File: src/pkg/tes_regs.vh
// Register map and field layout of the 424 kbit/s edge shaping block
// How it works
// - Firmware codes 1,2,3 give one, two or three linear ramps; codes 0 and 7 to 15 reserved.
// - Table codes 4,5,6: plain, supply-adapted corrected, supply-adapted uncorrected.
// - Type byte: falling style in upper nibble, rising style in lower nibble.
// - Falling firmware style: falling style field is the time constant.
// - Falling table style: falling style field selects one of four tables.
// - Rising firmware style: rising style field is the time constant.
// - Rising table style: rising style field selects one of four tables.
// - Length scaling bit: state lasts one carrier cycle, or two when set.
// - Five-bit count sets transition states for both edges.
// - Style bits 7 and 3, length bits 6:5 are reserved.
`ifndef TES_REGS_VH
`define TES_REGS_VH
// ----------------------------------------
// Word indices, byte address is four times the index
// ----------------------------------------
`define TES_TYPE_IDX 11'h517
`define TES_STYLE_IDX 11'h518
`define TES_LENGTH_IDX 11'h519
`define TES_CTRL_IDX 11'h520
`define TES_STAT_IDX 11'h524
// ----------------------------------------
// Fields and codes
// ----------------------------------------
`define TES_STYLE_MASK 8'h77
`define TES_LENGTH_MASK 8'h9f
`define TES_LEN_SCALE_BIT 7
`define TES_FW_ONE 4'h1
`define TES_FW_THREE 4'h3
`define TES_LUT_PLAIN 4'h4
`define TES_LUT_CORR 4'h5
`define TES_LUT_NOCORR 4'h6
`define TES_RESET_BYTE 8'h00
`endif

File: src/core/tes_edge_shaper.v
// Edge shaping sequencer with AXI4-Lite configuration registers
`timescale 1ns/100ps
`include "tes_regs.vh"
module tes_edge_shaper (
    // Clock and reset
    input wire clk_i,
    input wire rst_i,
    // AXI4-Lite slave
    input wire [12:0] s_axi_awaddr_i,
    input wire s_axi_awvalid_i,
    output wire s_axi_awready_o,
    input wire [31:0] s_axi_wdata_i,
    input wire [3:0] s_axi_wstrb_i,
    input wire s_axi_wvalid_i,
    output wire s_axi_wready_o,
    output reg [1:0] s_axi_bresp_o,
    output reg s_axi_bvalid_o,
    input wire s_axi_bready_i,
    input wire [12:0] s_axi_araddr_i,
    input wire s_axi_arvalid_i,
    output wire s_axi_arready_o,
    output reg [31:0] s_axi_rdata_o,
    output reg [1:0] s_axi_rresp_o,
    output reg s_axi_rvalid_o,
    input wire s_axi_rready_i,
    // Modulation request and driver side
    input wire mod_edge_i,
    output reg shaping_active_o,
    output reg edge_falling_o,
    output reg [1:0] ramp_count_o,
    output reg [2:0] time_const_o,
    output reg lut_mode_o,
    output reg [1:0] lut_sel_o,
    output reg supply_adapt_o,
    output reg supply_corr_o,
    output reg [4:0] state_index_o
);
    // ----------------------------------------
    // Registers
    // ----------------------------------------
    reg [7:0] type_reg;
    reg [7:0] style_reg;
    reg [7:0] length_reg;
    reg aw_seen_reg;
    reg w_seen_reg;
    reg [12:0] awaddr_reg;
    reg [31:0] wdata_reg;
    reg [3:0] wstrb_reg;
    reg mod_q1_reg;
    reg mod_q2_reg;
    reg mod_q3_reg;
    reg mod_level_reg;
    reg half_reg;
    reg reserved_type_reg;
    wire aw_go = s_axi_awvalid_i && s_axi_awready_o;
    wire w_go = s_axi_wvalid_i && s_axi_wready_o;
    wire [12:0] wa = aw_go ? s_axi_awaddr_i : awaddr_reg;
    wire [31:0] wd = w_go ? s_axi_wdata_i : wdata_reg;
    wire [3:0] ws = w_go ? s_axi_wstrb_i : wstrb_reg;
    wire do_write = (aw_seen_reg || aw_go) && (w_seen_reg || w_go) && !s_axi_bvalid_o;
    assign s_axi_awready_o = !aw_seen_reg && !s_axi_bvalid_o;
    assign s_axi_wready_o = !w_seen_reg && !s_axi_bvalid_o;
    assign s_axi_arready_o = !s_axi_rvalid_o;
    // ----------------------------------------
    // Write channel
    // ----------------------------------------
    always @(posedge clk_i) begin
        if (rst_i) begin
            type_reg <= `TES_RESET_BYTE;
            style_reg <= `TES_RESET_BYTE;
            length_reg <= `TES_RESET_BYTE;
            aw_seen_reg <= 1'b0;
            w_seen_reg <= 1'b0;
            awaddr_reg <= 13'h0000;
            wdata_reg <= 32'h00000000;
            wstrb_reg <= 4'h0;
            s_axi_bvalid_o <= 1'b0;
            s_axi_bresp_o <= 2'b00;
        end else begin
            if (aw_go) begin
                awaddr_reg <= s_axi_awaddr_i;
                aw_seen_reg <= 1'b1;
            end
            if (w_go) begin
                wdata_reg <= s_axi_wdata_i;
                wstrb_reg <= s_axi_wstrb_i;
                w_seen_reg <= 1'b1;
            end
            if (do_write) begin
                aw_seen_reg <= 1'b0;
                w_seen_reg <= 1'b0;
                s_axi_bvalid_o <= 1'b1;
                s_axi_bresp_o <= 2'b00;
                // Each byte register sits in the low lane of its own word
                // Offsets are word indices, so no two registers share a word
                if (wa[12:2] == `TES_TYPE_IDX) begin
                    if (ws[0]) type_reg <= wd[7:0];
                end else if (wa[12:2] == `TES_STYLE_IDX) begin
                    if (ws[0]) style_reg <= wd[7:0];
                end else if (wa[12:2] == `TES_LENGTH_IDX) begin
                    if (ws[0]) length_reg <= wd[7:0];
                end else if (wa[12:2] != `TES_STAT_IDX) begin
                    s_axi_bresp_o <= 2'b10;
                end
            end else if (s_axi_bvalid_o && s_axi_bready_i) begin
                s_axi_bvalid_o <= 1'b0;
            end
        end
    end
    // ----------------------------------------
    // Read channel
    // ----------------------------------------
    always @(posedge clk_i) begin
        if (rst_i) begin
            s_axi_rvalid_o <= 1'b0;
            s_axi_rdata_o <= 32'h00000000;
            s_axi_rresp_o <= 2'b00;
        end else if (s_axi_arvalid_i && s_axi_arready_o) begin
            s_axi_rvalid_o <= 1'b1;
            s_axi_rresp_o <= 2'b00;
            s_axi_rdata_o <= 32'h00000000;
            if (s_axi_araddr_i[12:2] == `TES_TYPE_IDX)
                s_axi_rdata_o <= {24'h000000, type_reg};
            else if (s_axi_araddr_i[12:2] == `TES_STYLE_IDX)
                s_axi_rdata_o <= {24'h000000, style_reg};
            else if (s_axi_araddr_i[12:2] == `TES_LENGTH_IDX)
                s_axi_rdata_o <= {24'h000000, length_reg};
            // Status: 13 reserved code, 12 active, 11 falling, 10 table, 4:0 state
            else if (s_axi_araddr_i[12:2] == `TES_STAT_IDX)
                s_axi_rdata_o <= {18'h00000, reserved_type_reg, shaping_active_o,
                    edge_falling_o, lut_mode_o, 5'h00, state_index_o};
            else
                s_axi_rresp_o <= 2'b10;
        end else if (s_axi_rvalid_o && s_axi_rready_i) begin
            s_axi_rvalid_o <= 1'b0;
        end
    end
    // ----------------------------------------
    // Edge decode
    // ----------------------------------------
    reg [3:0] code;
    reg [2:0] fld;
    reg code_fw;
    reg code_lut;
    always @* begin
        code = 4'h0;
        fld = 3'h0;
        if (!mod_q3_reg) begin
            code = type_reg[7:4];
            fld = style_reg[6:4];
        end else begin
            code = type_reg[3:0];
            fld = style_reg[2:0];
        end
        code_fw = (code >= `TES_FW_ONE) && (code <= `TES_FW_THREE);
        code_lut = (code >= `TES_LUT_PLAIN) && (code <= `TES_LUT_NOCORR);
    end
    // ----------------------------------------
    // Transition sequencer
    // ----------------------------------------
    // Three stages because the request comes from the modulator pin
    always @(posedge clk_i) begin
        if (rst_i) begin
            // Stages start at the idle high level: no false edge on release
            mod_q1_reg <= 1'b1;
            mod_q2_reg <= 1'b1;
            mod_q3_reg <= 1'b1;
            mod_level_reg <= 1'b1;
            half_reg <= 1'b0;
            reserved_type_reg <= 1'b0;
            shaping_active_o <= 1'b0;
            edge_falling_o <= 1'b0;
            ramp_count_o <= 2'b00;
            time_const_o <= 3'h0;
            lut_mode_o <= 1'b0;
            lut_sel_o <= 2'b00;
            supply_adapt_o <= 1'b0;
            supply_corr_o <= 1'b0;
            state_index_o <= 5'h00;
        end else begin
            mod_q1_reg <= mod_edge_i;
            mod_q2_reg <= mod_q1_reg;
            mod_q3_reg <= mod_q2_reg;
            if (mod_q2_reg == mod_q3_reg && mod_q3_reg != mod_level_reg) begin
                // New edge restarts the pattern; low level means falling edge
                mod_level_reg <= mod_q3_reg;
                edge_falling_o <= !mod_q3_reg;
                half_reg <= 1'b0;
                state_index_o <= 5'h00;
                reserved_type_reg <= !(code_fw || code_lut);
                ramp_count_o <= code_fw ? code[1:0] : 2'b00;
                lut_mode_o <= code_lut;
                supply_adapt_o <= code_lut && (code != `TES_LUT_PLAIN);
                supply_corr_o <= code == `TES_LUT_CORR;
                time_const_o <= code_fw ? fld : 3'h0;
                lut_sel_o <= code_lut ? fld[1:0] : 2'b00;
                // Zero count means no shaped edge
                shaping_active_o <= (code_fw || code_lut) && (length_reg[4:0] != 5'h00);
            end else if (shaping_active_o) begin
                // Double length holds each state two cycles
                if (length_reg[`TES_LEN_SCALE_BIT] && !half_reg) begin
                    half_reg <= 1'b1;
                end else begin
                    half_reg <= 1'b0;
                    if (state_index_o + 5'h01 >= length_reg[4:0])
                        shaping_active_o <= 1'b0;
                    else
                        state_index_o <= state_index_o + 5'h01;
                end
            end
        end
    end
endmodule // tes_edge_shaper

File: config.mk
export PLATFORM = sky130hd
export DESIGN_NAME = tes_edge_shaper
export DESIGN_NICKNAME = d
export VERILOG_FILES = /design/src/core/tes_edge_shaper.v
export VERILOG_INCLUDE_DIRS = /design/src /design/src/pkg
export SDC_FILE = /design/constraint.sdc
export NUM_CORES = 1
export LEC_CHECK = 0
export ABC_CLOCK_PERIOD_IN_PS = 3940
export BUFFER_PORTS_ARGS = -buffer_cell sky130_fd_sc_hd__clkbuf_2
export CORE_MARGIN = 2
export CORE_UTILIZATION = 40
export CTS_BUF_LIST = sky130_fd_sc_hd__clkbuf_8
export DETAILED_ROUTE_END_ITERATION = 10
export GPL_TIMING_DRIVEN = 1
export SLEW_MARGIN = 20
export SYNTH_ARGS = -nofsm -noshare
export SYNTH_HDL_FRONTEND = slang
export SYNTH_SLANG_ARGS = --single-unit
File: constraint.sdc
create_clock -name clk_i -period 3.94 [get_ports clk_i]
set_input_delay 0.394 -clock clk_i [delete_from_list [all_inputs] [get_ports clk_i]]
set_output_delay 0.394 -clock clk_i [all_outputs]
set_load 0.01 [all_outputs]
# Word level (Yosys, flattened, before mapping)
# Cells that the tools add are included.
[totals]
regBits = 109
in_bits = 70
out_inout_bits = 58
word_cells = 114
[classes]
n_addsub = 1
order_cmp = 5
eq_ne = 12
muxes = 29
bitwise_logic = 4
reduce_logical = 34
[op_table]
columns = ["operator", "n"]
rows = [
  ["$eq 11x11->1 const B", 7],
  ["$mux 14", 4],
  ["$mux 2", 10],
  ["$logic_and 1x1->1", 15],
  ["$mux 13", 1],
  ["$ne 11x11->1 const B", 1],
  ["$mux 1", 10],
  ["$mux 8", 1],
  ["$logic_not 1->1", 7],
  ["$mux 3", 2],
  ["$reduce_and 3->1", 2],
  ["$add 5x1->5 const B", 1],
  ["$ge 5x5->1", 1],
  ["$reduce_and 5->1", 1],
  ["$reduce_bool 5->1", 1],
  ["$eq 4x3->1 const B", 1],
  ["$ge 4x1->1 const B", 1],
  ["$ge 4x3->1 const B", 1],
  ["$le 4x2->1 const B", 1],
  ["$le 4x3->1 const B", 1],
  ["$mux 4", 1],
  ["$ne 4x3->1 const B", 1],
  ["$not 1->1", 4],
  ["$reduce_and 4->1", 1],
  ["other kinds (5)", 9],
]

# Longest topological paths before layout
[depth]
word_depth = 9
depth_mapped = 9

# Worst setup path after synthesis
# Ideal clock, no wire load.
[synth_path]
path_kind = "register to register"
startpoint = "register state_index_o[0]"
endpoint = "register state_index_o[2]"
setup_time_ns = 0.070
arrival_time_ns = 2.179
t_required_ns = 3.870
slack_ns = 1.691
path_stages_with_launch = 9
path_buffers = 0
cell_sequence = "dfxtp_1 -> ha_1 -> xor2_1 -> ha_1 -> a21oi_1 -> o21ai_0 -> o41a_1 -> or3_1 -> a21oi_1"
[synth_via]
elab_chain_cells = 4
[synth_rtl]
columns = ["item", "line_no", "source"]
rows = [
  ["from (decl)", "tes_edge_shaper.v:36", "output reg [4:0] state_index_o"],
  ["from (signal assigned)", "tes_edge_shaper.v:208", "state_index_o <= state_index_o + 5'h01;"],
  ["$add 5x1->5 (*)", "tes_edge_shaper.v:205, tes_edge_shaper.v:208", ""],
  ["$ge 5x5->1", "tes_edge_shaper.v:205", "if (state_index_o + 5'h01 >= length_reg[4:0])"],
  ["$not 1->1 (no line)", "--", ""],
  ["$reduce_and 3->1 (no line)", "--", ""],
]
# Mark *: on every way between the ends. The rest lies on a longest branch, timed or not.
# A chain may end at the register's enable or synchronous reset.

# Worst setup path after layout
[layout_path]
startpoint = "register state_index_o[0]"
endpoint = "register state_index_o[4]"
# Same word-level chain as after synthesis.

==> impl_metrics.yaml <==
timing:
  worst_slew_pin_slew_ns: 0.874
  clock_skew_ns: 0.0117
  slew_headroom_pct: 41.8
  fin_tns_setup_ns: 0
  fin_ws_ns: 1.46
  hold_viol: 0
  rsz0062_at_grt: "false"
  period_minus_slack_ns: 2.48
  maxSlewViolCount: 0
  final-setup-viol-count: 0
  timing.fmax_mhz: 403
  min_period_over_period_pct: 63.0
setup_path:
  setup.worst_path.end_class: "flop"
  path_class: "flop to flop"
  critPathLaunchType: "flop"
  worst-endpoint-arrival_ns: 2.77
  critPathSlowestCell: "o41a_1"
  worstPathRequired_ns: 4.23
  path_cells: "ha_1, xor2_1, ha_1, a21oi_1, o21ai_0, o41a_1, or3_1, a21oi_1"
  cp_max_fo: 8
  crit_path_max_incr_delay_ns: 0.51
clock_network:
  cts_setup_buffers: 0
  hold_buffers: 0
  cts_root_buffer: "clkbuf_8"
  cts_htree_levels: 3
  cts_resized: 0
  cts_tree: "done"
  cts.clk_slew.worst_paths_ns: 0.09
  cts_sinks: 85
  numCtsBuffers: 9
  clk_latency_ns: 0.36
  cts_buffer_depth: 2
run:
  drv_cap: 0
power_and_ir_drop:
  p_per_area_nw_per_um2: 374
  p_clk_share_pct: 39.2
  swShare_pct: 25.8
  ir_drop_mv: 0.172
  seqPwrFrac_pct: 51.4
  p_leak_nw: 2.01
  p_int_mw: 1.31
  comb_power_share_pct: 9.4
  p_sw_mw: 0.454
route:
  vias: 3468
  wl_met2_mm: 4.42
  viasPerCell: 5.19
  avgRoutedWirePerCell_um: 14.7
  met3_length_um: 387
  drt-initial-drc-count: 175
  dr.max_layer_used: "met4"
  dr.pass1.iters: 5
  drc: 0
  antenna_left: 0
  met1Wirelength_mm: 4.81
  wl_mm: 9.79
placement:
  post-dp-hpwl_mm: 7.29
  pre_cts_slack_ns: 1.46
  numPortBuffers: 74
  routabilityCongestion: 0.910
synthesis:
  ys_seq_area_share_pct: 41.5
  synth_edf_count: 0
  syn_area_um2: 4100
  yosysWarnings: 0
  ys_types: 56
  synth_top_area_cell: "dfxtp_1"
  ys_seq_elements: 85
  synthArstFlopShare_pct: 0
  synth_common_cells: "85 x dfxtp_1, 69 x nand2_1, 34 x a21oi_1, 34 x nor2_1, 31 x mux2_2"
  synth_top_area_share_pct: 41.5
  yosys_most_used_dff: "dfxtp_1"
  synthCells: 463
  syn-mean-instance-area_um2: 8.86
  synth_area_leaders: "dfxtp_1 41%, mux2_2 8.5%, nand2_1 6.3%"
  synth_most_common_cell: "dfxtp_1"
final_layout:
  final_nets: 606
  num_antenna_cells: 0
  area_delta_synth_final_pct: 14.9
  regArea_um2: 1700
  final_layout_size_suffix_gt1_share_pct: 25.4
  num-fill-cells: 1003
  multi_input_area_um2: 2200
  largest_reg_flops: 12
grt:
  grt_pass1_vias: 3226
  grt_pass1_wl_mm: 15.9
  grt_overflow_total: 0
  grt_max_degree: 44
  grt_usage_pct: 18.0
  antenna_found_initial: 0
floorplan:
  die_x_um: 105
  dieArea_um2: 11100
  die_h_um: 105
  core_um2: 9860
  num_rows: 36
  pin_count: 128
  initial_core_util_pct: 41.6
min_path:
  hold_class: "input port to flop"
status:
  outcome: "complete, no violations"
[cell type report]
type,instances,share of cell area [%]
tap,133,3.53
clock buffer,9,2.63
multi-input combinational,348,46.6
sequential,85,36.1
timing repair buffer,76,8.18
clock inverter,7,2.10
inverter,10,0.797
[logic make-up (layout without fill, tap and decap cells)]
family	count (synthesis)	count (layout)	synth area share, %
XOR/XNOR	4	4	0.854
adder cells (fa/ha/maj)	6	6	1.83
AND/OR/NAND/NOR	188	188	23.7
AO/OA/AOI/OAI	89	89	14.4
flip-flops	85	85	41.5
multiplexers	39	39	10.8
buffers and inverters	51	102	6.86
other	1	22	0.0914
[power groups by stage]
| stage | Sequential [mW] | Combinational (mW) | Clock (mW) |
|---|---|---|---|
| 6_report | 0.904 | 0.165 | 0.691 |
| 5_1_grt | 0.908 | 0.186 | 0.748 |
| 4_1_cts | 0.904 | 0.167 | 0.707 |
| 3_5_place_dp | 0.924 | 0.167 | 0 |
| 3_3_place_gp | 0.923 | 0.163 | 0 |
| 2_1_floorplan | 0.920 | 0.128 | 0 |
[metrics by stage]
step	util, %	power (mW)	hold WS (ns)	instances	cell area, um^2
final	47.8	1.76	0.217	668	4710
after global routing	47.8	1.84	0.210	668	4710
after CTS	47.8	1.78	0.201	668	4710
after detailed placement	45.5	1.09	0.405	652	4490
after global placement	45.5	1.09	0.403	652	4490
after floorplan	-	1.05	0.389	484	4180
[per-layer routing]
metal | global-route usage [%] | up-vias
met5 | 0 | -
met4 | 6.86 | 0
met3 | 3.71 | 15
met2 | 27.7 | 94
met1 | 24.8 | 1630
li1 | - | 1729
[cell usage in the layout, fill, tap and decap left out, types with 5 or more instances in the layout]
| cell type | count |
|---|---|
| mux2i_1 | 7 |
| ha_1 | 6 |
| nor2_1 | 34 |
| clkbuf_8 | 9 |
| nor3_1 | 12 |
| dfxtp_1 | 85 |
| inv_1 | 10 |
| a21oi_1 | 34 |
| a222oi_1 | 5 |
| clkbuf_2 | 74 |
| nor2b_1 | 27 |
| or2_2 | 5 |
| and3_1 | 5 |
| nand2_1 | 69 |
| o21ai_0 | 16 |
| conb_1 | 22 |
| or3_1 | 8 |
| mux2_2 | 31 |
[path summary, 6_finish.rpt]
check / to / slack, ns / start / depth (start not counted)
max reg2reg: state_index_o[4] / 1.46 / state_index_o[0] / 8
min: s_axi_rvalid_o / 0.22 / s_axi_rready_i / 2
min reg2reg: mod_q2_reg / 0.41 / mod_q1_reg / 1
max: state_index_o[4] / 1.46 / state_index_o[0] / 8
[worst max-delay path, delay by kind of cell, from the launching register on]
kind,cells,cell delay (ns)
xor gates and xnor gates,1,0.17
adders and majority gates,2,0.52
AOI/OAI and AO/OA,4,0.90
and+or+nand+nor,1,0.34
DFF,1,0.50
No activity file was read; power rests on OpenSTA's default activity.
